File: src/hw/crc_pkg.sv
package crc_pkg;

	// Register byte offsets
	localparam logic [5:0] CRC_OFS_OPCODE = 6'h00;
	localparam logic [5:0] CRC_OFS_FLAGS = 6'h04;
	localparam logic [5:0] CRC_OFS_CODE_PTR = 6'h08;
	localparam logic [5:0] CRC_OFS_DATA_STACK = 6'h0c;
	localparam logic [5:0] CRC_OFS_EXTRA = 6'h10;
	localparam logic [5:0] CRC_OFS_COUNT = 6'h14;
	localparam logic [5:0] CRC_OFS_ADDR_TIME = 6'h18;
	localparam logic [5:0] CRC_OFS_STATUS = 6'h1c;
	localparam logic [5:0] CRC_OFS_FETCH = 6'h20;

	// Reset values
	localparam logic [15:0] CRC_RST_FLAGS = 16'h0000;
	localparam logic [15:0] CRC_RST_CS = 16'hffff;
	localparam logic [15:0] CRC_RST_PTR = 16'h0000;
	localparam logic [15:0] CRC_RST_SEG = 16'h0000;
	localparam logic [7:0] CRC_RST_ADDR_TIME = 8'h00;

	// Flag bit positions
	localparam int CRC_FLAG_TRAP = 8;
	localparam int CRC_FLAG_INT = 9;
	localparam int CRC_FLAG_DIR = 10;

	// Opcode encodings
	localparam logic [7:0] CRC_OPC_SET_DIR = 8'hfd;
	localparam logic [7:0] CRC_OPC_CLR_INT = 8'hfa;
	localparam logic [7:0] CRC_OPC_SET_INT = 8'hfb;
	localparam logic [7:0] CRC_OPC_HALT = 8'hf4;
	localparam logic [7:0] CRC_OPC_WAIT = 8'h9b;
	localparam logic [4:0] CRC_OPC_EXT_TOP = 5'h1b;

	// Opcode modifier bit positions
	localparam int CRC_BIT_W = 0;
	localparam int CRC_BIT_D = 1;
	localparam int CRC_BIT_S = 1;
	localparam int CRC_BIT_V = 1;

	// Cycle costs
	localparam logic [8:0] CRC_CYC_FLAG_OP = 9'h002;
	localparam logic [8:0] CRC_CYC_HALT = 9'h002;
	localparam logic [8:0] CRC_CYC_WAIT = 9'h003;
	localparam logic [8:0] CRC_CYC_EXT_BASE = 9'h007;
	localparam logic [8:0] CRC_CYC_OTHER = 9'h001;

	// Instruction lengths in bytes
	localparam logic [15:0] CRC_LEN_ONE = 16'h0001;
	localparam logic [15:0] CRC_LEN_EXT = 16'h0002;

	localparam logic [7:0] CRC_SHIFT_ONE = 8'h01;

	typedef enum logic [2:0] {
		CRC_OP_SET_DIR,
		CRC_OP_CLR_INT,
		CRC_OP_SET_INT,
		CRC_OP_HALT,
		CRC_OP_WAIT,
		CRC_OP_EXT,
		CRC_OP_OTHER
	} crc_op_t;

	typedef enum logic [1:0] {
		CRC_ST_IDLE = 2'b00,
		CRC_ST_EXEC = 2'b01,
		CRC_ST_HALTED = 2'b11
	} crc_state_t;

	typedef struct packed {
		crc_op_t op;
		logic [8:0] cycles;
		logic [15:0] length;
	} crc_decode_t;

	typedef struct packed {
		logic reg_is_dest;
		logic wide;
		logic imm_two;
		logic imm_one;
		logic [15:0] imm;
		logic [7:0] shift_count;
	} crc_modbits_t;

endpackage

File: src/hw/crc_opdec.sv
`timescale 1ns/10ps
module crc_opdec
	import crc_pkg::*;
(
	input wire logic [7:0] opcode,
	input wire logic [7:0] effective_address_time,
	output crc_decode_t dec
);

	// Opcode match terms
	wire is_set_dir = (opcode == CRC_OPC_SET_DIR);
	wire is_clr_int = (opcode == CRC_OPC_CLR_INT);
	wire is_set_int = (opcode == CRC_OPC_SET_INT);
	wire is_halt = (opcode == CRC_OPC_HALT);
	wire is_wait = (opcode == CRC_OPC_WAIT);
	wire is_ext = (opcode[7:3] == CRC_OPC_EXT_TOP);
	wire [8:0] ext_cycles = CRC_CYC_EXT_BASE + {1'b0, effective_address_time};

	// Operation, cost and length selection
	assign dec.op = is_set_dir ? CRC_OP_SET_DIR :
		is_clr_int ? CRC_OP_CLR_INT :
		is_set_int ? CRC_OP_SET_INT :
		is_halt ? CRC_OP_HALT :
		is_wait ? CRC_OP_WAIT :
		is_ext ? CRC_OP_EXT : CRC_OP_OTHER;
	assign dec.cycles = (is_set_dir | is_clr_int | is_set_int) ? CRC_CYC_FLAG_OP :
		is_halt ? CRC_CYC_HALT :
		is_wait ? CRC_CYC_WAIT :
		is_ext ? ext_cycles : CRC_CYC_OTHER;
	assign dec.length = is_ext ? CRC_LEN_EXT : CRC_LEN_ONE;

endmodule

File: src/hw/crc_modbits.sv
`timescale 1ns/10ps
module crc_modbits
	import crc_pkg::*;
(
	input wire logic [7:0] opcode,
	input wire logic [7:0] imm_lo,
	input wire logic [7:0] imm_hi,
	input wire logic [7:0] count_low_byte,
	output crc_modbits_t mb
);

	// Selector bits of the opcode
	wire bit_s = opcode[CRC_BIT_S];
	wire bit_w = opcode[CRC_BIT_W];
	wire bit_v = opcode[CRC_BIT_V];

	// Operand direction and width
	assign mb.reg_is_dest = opcode[CRC_BIT_D];
	assign mb.wide = bit_w;

	// Immediate operand forming
	assign mb.imm_two = !bit_s && bit_w;
	assign mb.imm_one = bit_s && bit_w;
	assign mb.imm = mb.imm_two ? {imm_hi, imm_lo} :
		mb.imm_one ? {{8{imm_lo[7]}}, imm_lo} :
		{8'h00, imm_lo};

	// Shift and rotate count source
	assign mb.shift_count = bit_v ? count_low_byte : CRC_SHIFT_ONE;

endmodule

File: src/hw/crc_core.sv
// Added by the designer: the address map and the Avalon-MM interface to the registers.
`timescale 1ns/10ps
module crc_core
	import crc_pkg::*;
(
	input wire logic clock,
	input wire logic rst,
	input wire logic [5:0] avs_address,
	input wire logic avs_read,
	input wire logic avs_write,
	input wire logic [31:0] avs_writedata,
	output logic [31:0] avs_readdata,
	output logic avs_waitrequest,
	output logic [15:0] flags_q,
	output logic [19:0] fetch_addr_q,
	output logic fetch_valid_q,
	output logic halted_q,
	output logic ext_strobe_q,
	output logic [10:0] ext_code_q
);

	// Architectural and control state
	crc_state_t state_q, state_d;
	logic [15:0] cs_q, instruction_pointer_reg_q, data_segment_reg_q, ss_q, extra_segment_reg_q;
	logic [15:0] count_reg_q;
	logic [7:0] effective_address_time_q;
	logic [7:0] op_q, b1_q, b2_q;
	logic [8:0] cyc_q;
	logic bad_op_q;
	logic waitreq_q;
	crc_decode_t dec_new, dec_q;
	crc_modbits_t mb;

	// Bus request decode
	wire req = avs_read | avs_write;
	wire busy = (state_q == CRC_ST_EXEC);
	wire wr_opcode = avs_write && (avs_address == CRC_OFS_OPCODE);
	wire stall = wr_opcode && busy;
	wire accept = req && !waitreq_q;
	wire wr_take = accept && avs_write;
	wire sel_opcode = (avs_address == CRC_OFS_OPCODE);
	wire sel_flags = (avs_address == CRC_OFS_FLAGS);
	wire sel_code_ptr = (avs_address == CRC_OFS_CODE_PTR);
	wire sel_data_stack = (avs_address == CRC_OFS_DATA_STACK);
	wire sel_extra = (avs_address == CRC_OFS_EXTRA);
	wire sel_count = (avs_address == CRC_OFS_COUNT);
	wire sel_addr_time = (avs_address == CRC_OFS_ADDR_TIME);
	wire sel_status = (avs_address == CRC_OFS_STATUS);
	wire sel_fetch = (avs_address == CRC_OFS_FETCH);
	wire issue = wr_take && sel_opcode;

	// Decoders for the newly issued byte and the held instruction
	crc_opdec u_opdec (
		.opcode(avs_writedata[7:0]),
		.effective_address_time(effective_address_time_q),
		.dec(dec_new)
	);

	crc_modbits u_modbits (
		.opcode(op_q),
		.imm_lo(b1_q),
		.imm_hi(b2_q),
		.count_low_byte(count_reg_q[7:0]),
		.mb(mb)
	);

	// Completion of the running instruction
	wire last_cycle = busy && (cyc_q == 9'h001);
	wire op_done = last_cycle;

	// Flag update at completion; other flag bits kept
	logic [15:0] flags_exec;
	always_comb begin
		flags_exec = flags_q;
		if (op_done) begin
			unique case (dec_q.op)
				CRC_OP_SET_DIR: flags_exec[CRC_FLAG_DIR] = 1'b1;
				CRC_OP_CLR_INT: flags_exec[CRC_FLAG_INT] = 1'b0;
				CRC_OP_SET_INT: flags_exec[CRC_FLAG_INT] = 1'b1;
				CRC_OP_HALT, CRC_OP_WAIT, CRC_OP_EXT, CRC_OP_OTHER: flags_exec = flags_q;
			endcase
		end
	end
	wire [15:0] flags_d = (wr_take && sel_flags) ? avs_writedata[15:0] : flags_exec;

	// Sequencer
	always_comb begin
		state_d = state_q;
		unique case (state_q)
			CRC_ST_IDLE, CRC_ST_HALTED: begin
				if (issue) begin
					state_d = CRC_ST_EXEC;
				end
			end
			CRC_ST_EXEC: begin
				if (op_done) begin
					state_d = (dec_q.op == CRC_OP_HALT) ? CRC_ST_HALTED : CRC_ST_IDLE;
				end
			end
			default: state_d = CRC_ST_IDLE;
		endcase
	end

	// Pointer advances by the instruction length
	wire [15:0] instruction_pointer_reg_d = (wr_take && sel_code_ptr) ? avs_writedata[15:0] :
		op_done ? instruction_pointer_reg_q + dec_q.length : instruction_pointer_reg_q;
	wire [19:0] fetch_d = {cs_q, 4'h0} + {4'h0, instruction_pointer_reg_q};

	// Bus answer: one wait state, stretched while an issue meets a busy core
	wire waitreq_d = !(req && waitreq_q && !stall);

	// Read data mux
	wire [31:0] status_word = {mb.imm, mb.shift_count, 1'b0, mb.imm_one, mb.imm_two, mb.wide,
		mb.reg_is_dest, bad_op_q, halted_q, busy};
	wire [31:0] rdata_d = sel_opcode ? {8'h00, b2_q, b1_q, op_q} :
		sel_flags ? {16'h0000, flags_q} :
		sel_code_ptr ? {cs_q, instruction_pointer_reg_q} :
		sel_data_stack ? {ss_q, data_segment_reg_q} :
		sel_extra ? {16'h0000, extra_segment_reg_q} :
		sel_count ? {16'h0000, count_reg_q} :
		sel_addr_time ? {24'h000000, effective_address_time_q} :
		sel_status ? status_word :
		sel_fetch ? {12'h000, fetch_addr_q} : 32'h00000000;

	// State and flags
	always_ff @(posedge clock or posedge rst) begin
		if (rst) begin
			state_q <= CRC_ST_IDLE;
			flags_q <= CRC_RST_FLAGS;
			halted_q <= 1'b0;
		end else begin
			state_q <= state_d;
			flags_q <= flags_d;
			halted_q <= (state_d == CRC_ST_HALTED);
		end
	end

	// Segment registers and pointer
	always_ff @(posedge clock or posedge rst) begin
		if (rst) begin
			cs_q <= CRC_RST_CS;
			instruction_pointer_reg_q <= CRC_RST_PTR;
			data_segment_reg_q <= CRC_RST_SEG;
			ss_q <= CRC_RST_SEG;
			extra_segment_reg_q <= CRC_RST_SEG;
		end else begin
			instruction_pointer_reg_q <= instruction_pointer_reg_d;
			if (wr_take && sel_code_ptr) begin
				cs_q <= avs_writedata[31:16];
			end
			if (wr_take && sel_data_stack) begin
				data_segment_reg_q <= avs_writedata[15:0];
				ss_q <= avs_writedata[31:16];
			end
			if (wr_take && sel_extra) begin
				extra_segment_reg_q <= avs_writedata[15:0];
			end
		end
	end

	// Count register is not touched by reset
	always_ff @(posedge clock) begin
		if (wr_take && sel_count) begin
			count_reg_q <= avs_writedata[15:0];
		end
	end

	// Fetch address follows the pointer; valid from the first edge after reset
	always_ff @(posedge clock or posedge rst) begin
		if (rst) begin
			fetch_addr_q <= 20'h00000;
			fetch_valid_q <= 1'b0;
		end else begin
			fetch_addr_q <= fetch_d;
			fetch_valid_q <= !busy;
		end
	end

	// Instruction latch and cycle counter
	always_ff @(posedge clock or posedge rst) begin
		if (rst) begin
			op_q <= 8'h00;
			b1_q <= 8'h00;
			b2_q <= 8'h00;
			dec_q <= '{op: CRC_OP_OTHER, cycles: CRC_CYC_OTHER, length: CRC_LEN_ONE};
			cyc_q <= 9'h000;
			bad_op_q <= 1'b0;
		end else if (issue) begin
			op_q <= avs_writedata[7:0];
			b1_q <= avs_writedata[15:8];
			b2_q <= avs_writedata[23:16];
			dec_q <= dec_new;
			cyc_q <= dec_new.cycles;
			bad_op_q <= (dec_new.op == CRC_OP_OTHER);
		end else if (busy) begin
			cyc_q <= cyc_q - 9'h001;
		end
	end

	// Escape notice to the coprocessor, one cycle at issue
	wire ext_issue = issue && (dec_new.op == CRC_OP_EXT);
	always_ff @(posedge clock or posedge rst) begin
		if (rst) begin
			ext_strobe_q <= 1'b0;
			ext_code_q <= 11'h000;
		end else begin
			ext_strobe_q <= ext_issue;
			if (ext_issue) begin
				ext_code_q <= {avs_writedata[2:0], avs_writedata[15:8]};
			end
		end
	end

	// Address time setting
	always_ff @(posedge clock or posedge rst) begin
		if (rst) begin
			effective_address_time_q <= CRC_RST_ADDR_TIME;
		end else if (wr_take && sel_addr_time) begin
			effective_address_time_q <= avs_writedata[7:0];
		end
	end

	// Bus slave answer
	always_ff @(posedge clock or posedge rst) begin
		if (rst) begin
			waitreq_q <= 1'b1;
			avs_readdata <= 32'h00000000;
		end else begin
			waitreq_q <= waitreq_d;
			if (req && waitreq_q) begin
				avs_readdata <= rdata_d;
			end
		end
	end

	assign avs_waitrequest = waitreq_q;

endmodule

File: config.mk
export PLATFORM = sky130hd
export DESIGN_NAME = crc_core
export DESIGN_NICKNAME = d
export VERILOG_FILES = /design/src/hw/crc_pkg.sv /design/src/hw/crc_opdec.sv /design/src/hw/crc_modbits.sv /design/src/hw/crc_core.sv
export SDC_FILE = /design/constraint.sdc
export NUM_CORES = 1
export LEC_CHECK = 0
export BUFFER_PORTS_ARGS = -buffer_cell sky130_fd_sc_hd__buf_2
export CORE_ASPECT_RATIO = 2
export CORE_MARGIN = 2
export CORE_UTILIZATION = 45
export CTS_CLUSTER_SIZE = 8
export DETAILED_ROUTE_END_ITERATION = 8
export SYNTH_ARGS = -nofsm -noshare
export SYNTH_HDL_FRONTEND = slang
export SYNTH_SLANG_ARGS = --single-unit
File: constraint.sdc
create_clock -name clock -period 9.45 [get_ports clock]
set_clock_uncertainty 0.2 [all_clocks]
set_input_delay 1.4175 -clock clock [delete_from_list [all_inputs] [get_ports clock]]
set_output_delay 1.4175 -clock clock [all_outputs]
set_load 0.1 [all_outputs]
==> flow_metrics.tcl, run 1 <==
set metrics [dict create \
    status "finished, final reports clean" \
    numPortBuffers 124 \
    final_cell_mix "dfrtp_1 (192), nand2_1 (160), buf_2 (124)" \
    seqCellArea_mm2 0.00581 \
    core_area_mm2 0.0243 \
    grt_pass1_vias 9368 \
    slowest_stage "nor3b_1" \
    start_util_pct 45.5 \
    grt_overflow_total 0 \
    async_flop_share_pct 93.0 \
    hold_viol_final 0 \
    worst_pin_slew_ns 1.07 \
    die_h_um 226 \
    r2r-start "instruction_pointer_reg_q[4]$_DFFE_PP0P_" \
    tns_ns 0 \
    die_area_mm2 0.0260 \
    rows 81 \
    cellPowerDensity_mw_per_mm2 251 \
    vias 8940 \
    ant_nets 0 \
    clk_pin_slew_ns 0.05 \
    synthCells 1048 \
    ys_ff_latch 228 \
    cp_top_family "simple AND/OR/NAND/NOR gates" \
    synthFlopType "dfrtp_1" \
    critPathBufInv 2 \
    cts_made_buffers 34 \
    drcViolationCount 0 \
    holdWs_ns 0.263 \
    final_common_cell "dfrtp_1" \
    reg2reg_to "fetch_addr_q[16]$_DFF_PP0_" \
    post_cts_buffers 0 \
    gp_congestion 0.908 \
    drt_first_pass_iters 5 \
    ys_seq_area_share_pct 52.5 \
    p_leak_nw 5.84 \
    slew_headroom_pct 28.6 \
    nets 1218 \
    drv_slew 0 \
    slowest_delay_ns 0.87 \
    rsz0062_at_grt "false" \
    hold_end "ext_code_q[8]$_DFFE_PP0P_" \
    crit_path_end_kind "flop" \
    r2r_cells 7 \
    startpoint_type "primary input" \
    yosys_warnings 0 \
    worstSetupPathType "in2reg" \
    crit_required_ns 9.63 \
    period_minus_slack_ns 4.21 \
    ios 125 \
    min_path_type "reg2reg" \
    antenna_found_initial 0 \
    num_antenna_cells 0 \
    drt-total-wl_um 36700 \
    dr.first_iter.drc_count 666 \
    cts_tree "done" \
    cts.htree.levels 2 \
    syn_nets 1111 \
    syn_avg_cell_area_um2 10.6 \
    setup_viol 0 \
    dp_hpwl_um 26000 \
    fillers 2248 \
    vdd_drop_max_mv 0.235 \
    multi_input_area_mm2 0.00494 \
    grt_max_degree 137 \
    clock-sinks 228 \
    cts_buffer_depth 3 \
    ctsHoldBuffers 0 \
    syn_area_mm2 0.0111 \
    cts_resized 0 \
    min_period_over_period_pct 44.5 \
    grt_pass1_wl_um 55600 \
    drv_cap 0 \
    cp_max_fo 17 \
    die_w_um 115 \
    via_per_inst 6.08 \
    synth_cell_types 73 \
    synth_edf_count 16 \
    hold_start "ext_code_q[8]$_DFFE_PP0P_" \
    crit_path_cell_trace "buf_2, nor3b_1, nand2_1, nor3b_2, buf_4, mux2_2" \
    clock.fmax_ghz 0.238 \
    root_buffer "clkbuf_16" \
    cp.arrival_ns 4.39 \
    drive_gt1_share_pct 24.1 \
    reg2reg_setup_slack_ns 6.03 \
    wire_per_inst_um 24.9 \
    area_growth_pct 17.0 \
    holdPathStages 2 \
    grtUsageTotal_pct 28.9 \
    clk_latency_ns 0.51 \
]
-- layer usage --
metal	GRT usage [%]	part of all wire [%]
met4	20.5	7.8
met3	3.92	4.9
met5	0	0
met2	51.3	52
met1	30.8	35
-- how the worst max path moves through the flow --
stage	to	cells after the start	start	slack (ns)
2_1_floorplan	avs_readdata[0]$_DFFE_PP0P_	1	rst	2.07
3_3_place_gp	flags_q[13]$_DFFE_PP0P_	6	avs_address[2]	4.96
3_5_place_dp	flags_q[1]$_DFFE_PP0P_	6	avs_address[2]	4.77
4_1_cts	flags_q[1]$_DFFE_PP0P_	6	avs_address[2]	5.31
5_1_grt	flags_q[11]$_DFFE_PP0P_	6	avs_address[2]	5.02
6_report	flags_q[1]$_DFFE_PP0P_	6	avs_address[2]	5.24
-- worst min-delay path: stages, from the launching register on --
cell and delay (ns):
dfrtp_1 0.33, nand2_1 0.05, nand2_1 0.05
-- kinds of logic after synthesis --
kind of cell	count (synthesis)	share of synthesized area (%)
AND/OR/NAND/NOR	352	15.2
AO/OA/AOI/OAI	237	14.8
flip-flops	228	52.5
multiplexers	92	9.36
buffers and inverters	86	3.13
XOR/XNOR	32	2.53
adder cells (fa/ha/maj)	21	2.51
-- flip-flops by register name (all words and copies together) (netlist names), 2 cells and up --
register / cells
avs_readdata: 32
fetch_addr_q: 20
count_reg_q: 16
cs_q: 16
data_segment_reg_q: 16
extra_segment_reg_q: 16
flags_q: 16
instruction_pointer_reg_q: 16
ss_q: 16
ext_code_q: 11
cyc_q: 9
b1_q: 8
b2_q: 8
effective_address_time_q: 8
op_q: 8
dec_q: 5
state_q: 2
-- metrics by stage --
stage	instances	instance area [um2]	setup WS, ns	power, W	utilization (%)
final	1471	13000	5.24	0.00325	53.3
after global routing	1471	13000	5.02	0.00336	53.3
after CTS	1471	13000	5.31	0.00327	53.3
after detailed placement	1409	11900	4.77	0.00208	49.0
after global placement	1409	11900	4.96	0.00207	49.0
after floorplan	1048	11100	2.07	0.00187	-
-- report_power, final --
group          internal [W]  total [W]  leakage (nW)  switching, W
clock              0.000749    0.00119         0.498      0.000440
combinational      0.000178   0.000832          2.56      0.000654
sequential          0.00111    0.00123          2.77      0.000122
-- cell type report --
cell class | count | share of cell area (%)
Inverter | 21 | 0.666
Timing Repair Buffer | 136 | 5.48
Sequential cell | 228 | 44.8
Multi-Input combinational cell | 734 | 38.1
Tap cell | 290 | 2.80
Clock inverter | 1 | 0.232
Clock buffer | 61 | 7.84
-- cells in the mapped netlist (5+ instances only) --
library cell | count | area, um2
dfrtp_1 | 192 | 4800
nand2_1 | 161 | 604
mux2_2 | 75 | 845
nor2_1 | 62 | 233
clkbuf_1 | 48 | 180
a21oi_1 | 47 | 235
o21ai_0 | 43 | 215
nand3_1 | 28 | 140
a31oi_1 | 24 | 150
a22oi_1 | 22 | 165
dfstp_2 | 20 | 526
inv_1 | 20 | 75.1
a221oi_1 | 19 | 166
ha_1 | 19 | 238
xor2_1 | 18 | 158
edfxtp_1 | 16 | 480
nand2b_1 | 14 | 87.6
xnor2_1 | 14 | 123
buf_2 | 13 | 65.1
mux2_1 | 13 | 146
nor3_1 | 13 | 65.1
and3_1 | 11 | 68.8
or3_1 | 11 | 68.8
o22ai_1 | 10 | 62.6
a222oi_1 | 9 | 90.1
and2_1 | 9 | 56.3
nor2b_1 | 8 | 50.1
a22o_1 | 6 | 52.6
and4_1 | 6 | 52.6
nand4_1 | 6 | 37.5
nor3b_1 | 6 | 45.0
o211ai_1 | 6 | 45.0
a211oi_1 | 5 | 37.5
a21o_1 | 5 | 37.5
o31ai_1 | 5 | 37.5
No activity file was read; power rests on OpenSTA's default activity.
==> inputs of run 2 (changes only) <==
==> constraint.sdc (replaced) <==
create_clock -name clock -period 4.2 [get_ports clock]
set_clock_uncertainty 0.2 [all_clocks]
set_input_delay 0.63 -clock clock [delete_from_list [all_inputs] [get_ports clock]]
set_output_delay 0.63 -clock clock [all_outputs]
set_load 0.1 [all_outputs]
==> flow_metrics.tcl, run 2 (same netlist as run 1, synthesis figures left out) <==
set metrics [dict create \
    fin_area_mm2 0.0130 \
    area_growth_pct 17.5 \
    vdd_drop_max_mv 0.376 \
    cp.arrival_ns 3.45 \
    cts.htree.levels 2 \
    tns_ns 0 \
    drv_cap 0 \
    nets 1226 \
    grt_pass1_vias 9291 \
    via_per_inst 6.11 \
    critPathBufInv 0 \
    largest_registers "avs_readdata (32), fetch_addr_q (20)" \
    clock.fmax_ghz 0.308 \
    cts_tree "done" \
    ant_nets 0 \
    cp_max_fo 5 \
    rows 81 \
    die_w_um 115 \
    ios 125 \
    status "finished, final reports clean" \
    clk_latency_ns 0.51 \
    min_period_over_period_pct 77.4 \
    setup_viol 0 \
    slowest_delay_ns 0.83 \
    hold_viol_final 0 \
    cts_buffer_depth 3 \
    worst_pin_slew_ns 1.26 \
    slew_headroom_pct 16.2 \
    antenna_found_initial 0 \
    rsz0062_at_grt "false" \
    clk_pin_slew_ns 0.05 \
    die_h_um 226 \
    dpl_cell_area_mm2 0.0120 \
    crit_path_cell_trace "ha_1, fa_1, a21oi_1, o211ai_1, o41ai_1, o21ai_0, xnor2_1" \
    final_common_cell "dfrtp_1" \
    worstSetupPathType "reg2reg" \
    final_cell_mix "dfrtp_1 (192), nand2_1 (160), buf_2 (124)" \
    drt-total-wl_um 37200 \
    vias 9011 \
    numPortBuffers 124 \
    grt_overflow_total 0 \
    crit_path_end_kind "flop" \
    cp_top_family "compound AO/OA/AOI/OAI gates" \
    dr.first_iter.drc_count 726 \
    slowest_stage "o41ai_1" \
    drive_gt1_share_pct 24.6 \
    grt_max_degree 122 \
    period_minus_slack_ns 3.25 \
    wire_per_inst_um 25.2 \
    fillers 2204 \
    start_util_pct 45.5 \
    grt_pass1_wl_um 56000 \
    largest_register_ffs 32 \
    min_path_type "in2reg" \
    num_antenna_cells 0 \
    drt_first_pass_iters 7 \
    dp_hpwl_um 26600 \
    die_area_mm2 0.0260 \
    drcViolationCount 0 \
    p_leak_nw 5.87 \
    grtUsageTotal_pct 29.3 \
    top_register "avs_readdata" \
    cts_made_buffers 34 \
    gp_congestion 0.905 \
    startpoint_type "flop" \
    clock-sinks 228 \
    drv_slew 0 \
    cellPowerDensity_mw_per_mm2 557 \
    crit_required_ns 4.40 \
    root_buffer "clkbuf_16" \
    core_area_mm2 0.0243 \
]
-- run 2: cell types whose count changed in the layout (fill, tap and decap cells not counted), sizes merged --
| cell | previous run | this run |
|---|---|---|
| inv | 21 | 20 |
| clkbuf | 61 | 57 |
| clkinv | 0 | 1 |
| clkinvlp | 0 | 1 |
| buf | 136 | 143 |
| dlygate4sd3 | 0 | 1 |
| bufinv | 1 | 0 |
-- run 2: stage by stage --
stage / util (%) / hold WS, ns / instances / total power [W] / worst slack, ns
after floorplan: - / 0.198 / 1048 / 0.00420 / 0.630
after global placement: 49.3 / 0.240 / 1416 / 0.00467 / 0.962
after detailed placement: 49.3 / 0.244 / 1416 / 0.00469 / 0.940
after CTS: 53.5 / 0.139 / 1475 / 0.00728 / 0.943
after global routing: 53.5 / 0.165 / 1475 / 0.00748 / 0.791
final: 53.5 / 0.148 / 1475 / 0.00724 / 0.949
-- run 2: what timing repair did --
| item | CTS | global route |
|---|---|---|
| buffers inserted | 0 | 0 |
| hold buffers | 1 | 0 |
| resized for setup | 0 | 0 |
| endpoints found under the hold margin | 2 | 0 |
-- run 2: area by class of cell --
type	count	area, um2	area share [%]
tap	290	363	2.79
clock buffer	57	1000	7.70
inverter	21	82.6	0.635
sequential	228	5810	44.7
timing repair buffer	144	811	6.23
multi-input combinational	734	4930	37.9
clock inverter	1	5.00	0.0385
-- run 2: where the power goes --
part / internal, W / switching (W) / total, W / leakage (nW)
registers: 0.00250 / 0.000286 / 0.00278 / 2.77
logic: 0.000407 / 0.00147 / 0.00187 / 2.61
clock network: 0.00161 / 0.000973 / 0.00258 / 0.483
total: 0.00451 / 0.00273 / 0.00724 / 5.87
-- run 2: worst register-to-register path, stage by stage, from the launching register on --
cell      delay (ns)
dfrtp_1         0.45
ha_1            0.26
fa_1            0.40
a21oi_1         0.28
o211ai_1        0.19
o41ai_1         0.83
o21ai_0         0.27
xnor2_1         0.26
-- run 2: final timing paths --
| kind | from | end | slack, ns | cells past startpoint |
|---|---|---|---|---|
| max in group asynchronous | rst | ss_q[0]$_DFFE_PP0P_ | 2.48 | 4 |
| setup reg to reg | instruction_pointer_reg_q[4]$_DFFE_PP0P_ | fetch_addr_q[16]$_DFF_PP0_ | 0.95 | 7 |
| setup / recovery | instruction_pointer_reg_q[4]$_DFFE_PP0P_ | fetch_addr_q[16]$_DFF_PP0_ | 0.95 | 7 |
| hold / removal | avs_writedata[21] | b2_q[5]$_DFFE_PP0P_ | 0.15 | 3 |
| hold reg to reg | instruction_pointer_reg_q[0]$_DFFE_PP0P_ | fetch_addr_q[0]$_DFF_PP0_ | 0.26 | 0 |
| min in group asynchronous | rst | ext_code_q[4]$_DFFE_PP0P_ | 0.37 | 3 |
-- run 2: per-layer routing --
metal  vias to the layer above  global-route usage [%]  share of wire [%]
li1                       4032                       -                  -
met1                      4540                    31.5                 35
met2                       329                    54.2                 55
met3                       110                    3.19                4.2
met4                         0                    16.9                6.4
met5                         -                       0                  0
==> inputs of run 3 (changes only) <==
--- a/config.mk
+++ b/config.mk
@@ -5,12 +5,14 @@
 export SDC_FILE = /design/constraint.sdc
 export NUM_CORES = 1
 export LEC_CHECK = 0
+export ABC_AREA = 1
 export BUFFER_PORTS_ARGS = -buffer_cell sky130_fd_sc_hd__buf_2
 export CORE_ASPECT_RATIO = 2
 export CORE_MARGIN = 2
 export CORE_UTILIZATION = 45
 export CTS_CLUSTER_SIZE = 8
 export DETAILED_ROUTE_END_ITERATION = 8
+export PLACE_DENSITY = 0.66
 export SYNTH_ARGS = -nofsm -noshare
 export SYNTH_HDL_FRONTEND = slang
 export SYNTH_SLANG_ARGS = --single-unit
==> constraint.sdc (replaced) <==
create_clock -name clock -period 2.7 [get_ports clock]
set_clock_uncertainty 0.2 [all_clocks]
set_input_delay 0.405 -clock clock [delete_from_list [all_inputs] [get_ports clock]]
set_output_delay 0.405 -clock clock [all_outputs]
set_load 0.1 [all_outputs]
==> flow_metrics.tcl, run 3 <==
set metrics [dict create \
    core_area_mm2 0.0249 \
    period_minus_slack_ns 2.36 \
    cts_made_buffers 34 \
    startpoint_type "flop" \
    drt-total-wl_um 42200 \
    drt_first_pass_iters 7 \
    cts.htree.levels 2 \
    wire_per_inst_um 22.0 \
    slowest_delay_ns 0.53 \
    syn_area_mm2 0.0114 \
    num_antenna_cells 0 \
    async_flop_share_pct 93.0 \
    post_cts_buffers 0 \
    grt_max_degree 59 \
    drv_slew 0 \
    status "finished, final reports clean" \
    synth_top_cell_area_share_pct 42.3 \
    antenna_found_initial 0 \
    dpl_cell_area_mm2 0.0126 \
    via_per_inst 5.57 \
    drv_cap 0 \
    ys_ff_latch 228 \
    syn_avg_cell_area_um2 8.22 \
    yosys_warnings 0 \
    ios 125 \
    numPortBuffers 124 \
    largest_registers "avs_readdata (32), fetch_addr_q (20)" \
    clk_pin_slew_ns 0.05 \
    vdd_drop_max_mv 0.565 \
    setup_viol 0 \
    crit_path_cell_trace "ha_1, inv_1, fa_1, nor2_1, nand2_1, nor2_1, nand3_1, xor2_1, nand2_1, o211ai_1" \
    synth_most_common_cell "nand2_1" \
    ant_nets 0 \
    grt_overflow_total 0 \
    hold_viol_final 0 \
    vias 10700 \
    die_area_mm2 0.0266 \
    worst_pin_slew_ns 0.725 \
    worstSetupPathType "reg2reg" \
    synth_edf_count 16 \
    wl_met3_um 2320 \
    slew_headroom_pct 51.6 \
    cp.arrival_ns 2.54 \
    clk_latency_ns 0.51 \
    final_cell_mix "nand2_1 (371), dfrtp_1 (192), o21ai_0 (146)" \
    ys_seq_area_share_pct 51.1 \
    final_common_cell "nand2_1" \
    start_util_pct 45.6 \
    reg2reg_setup_slack_ns 0.34 \
    syn_nets 1446 \
    rows 82 \
    root_buffer "clkbuf_16" \
    wl_met1_um 13600 \
    min_period_over_period_pct 87.4 \
    min_path_type "in2reg" \
    synth.area.top_cells "dfrtp_1 (42%), nand2_1 (12%), o21ai_0 (6.5%)" \
    gp_congestion 1.01 \
    cts_tree "done" \
    die_h_um 229 \
    synth_top_area_cell "dfrtp_1" \
    die_w_um 116 \
    fin_area_mm2 0.0138 \
    grt_pass1_wl_um 63300 \
    synth_common_cells "nand2_1 (371), dfrtp_1 (192), o21ai_0 (147)" \
    synthFlopType "dfrtp_1" \
    drive_gt1_share_pct 16.7 \
    cp_max_fo 4 \
    p_leak_nw 6.72 \
    crit_required_ns 2.88 \
    largest_register_ffs 32 \
    clock.fmax_ghz 0.424 \
    grtUsageTotal_pct 32.5 \
    drcViolationCount 0 \
    nets 1619 \
    clock-sinks 228 \
    synthCells 1383 \
    dr.first_iter.drc_count 900 \
    dp_hpwl_um 32000 \
    crit_path_end_kind "flop" \
    cts_buffer_depth 3 \
    cellPowerDensity_mw_per_mm2 845 \
    dr.max_layer_used "met4" \
    top_register "avs_readdata" \
    grt_pass1_vias 10700 \
    rsz0062_at_grt "false" \
    area_growth_pct 21.6 \
    dr_wl_met2_um 21100 \
    synth_cell_types 41 \
    holdWs_ns 0.0173 \
    slowest_stage "dfstp_2" \
]
-- run 3: layout make-up --
type	instances	area (um2)
repair buffers	192	1270
multi-input cells	973	4830
clock inverters	2	38.8
clock buffers	59	966
inverters	127	482
flip-flops and latches	228	5810
fillers	2371	11100
well taps	336	420
-- run 3: final timing paths --
kind                                                           from                                        end  cells after the start
setup reg to reg                               dec_q[0]$_DFFE_PP1P_  instruction_pointer_reg_q[14]$_DFFE_PP0P_                     10
hold / removal                                            avs_write                  avs_waitrequest$_DFF_PP1_                      3
max in group asynchronous                                       rst                        cs_q[0]$_DFFE_PP1P_                      4
min in group asynchronous                                       rst                  ext_code_q[0]$_DFFE_PP0P_                      3
hold reg to reg            instruction_pointer_reg_q[0]$_DFFE_PP0P_                  fetch_addr_q[0]$_DFF_PP0_                      0
setup / recovery                               dec_q[0]$_DFFE_PP1P_  instruction_pointer_reg_q[14]$_DFFE_PP0P_                     10
-- run 3: metrics by stage --
step           power (W)  util [%]  TNS [ns]  worst slack [ns]  cells
2_1_floorplan    0.00663         -   -123.81            -0.645   1383
3_3_place_gp     0.00756      50.4         0             0.304   1831
3_5_place_dp     0.00759      50.4         0             0.287   1831
4_1_cts           0.0117      55.4         0             0.354   1917
5_1_grt           0.0121      55.4         0            0.0556   1917
6_report          0.0117      55.4         0             0.341   1917
-- run 3: cells by family after synthesis --
kind of cell	Yosys count	synth area share, %
XOR/XNOR	24	1.85
flip-flops	228	51.1
adder cells (fa/ha/maj)	21	2.44
buffers and inverters	182	6.49
AND/OR/NAND/NOR	624	23.6
multiplexers	4	0.396
AO/OA/AOI/OAI	300	14.1
-- run 3: worst max-delay path, delay by kind of cell (launching register included) --
kind | cells | cell delay [ns]
flops | 1 | 0.53
compound gates | 1 | 0.07
buf+inv | 1 | 0.05
simple gates | 5 | 0.63
fa+ha+maj | 2 | 0.58
xor+xnor | 1 | 0.17
-- run 3: per-layer routing --
layer	global-route usage [%]	vias to the layer above
li1	-	4925
met1	32.8	5071
met2	54.8	477
met3	4.56	202
met4	31.8	0
met5	0	-
-- run 3: power breakdown --
part | total (W) | internal [W] | switching, W
clock network | 0.00407 | 0.00251 | 0.00156
logic | 0.00318 | 0.000718 | 0.00247
registers | 0.00442 | 0.00393 | 0.000490
-- run 3: timing repair --
action	CTS	global route
hold buffers	25	0
endpoints found under the setup margin	0	0
endpoints found under the hold margin	56	0
gates resized for setup	0	0
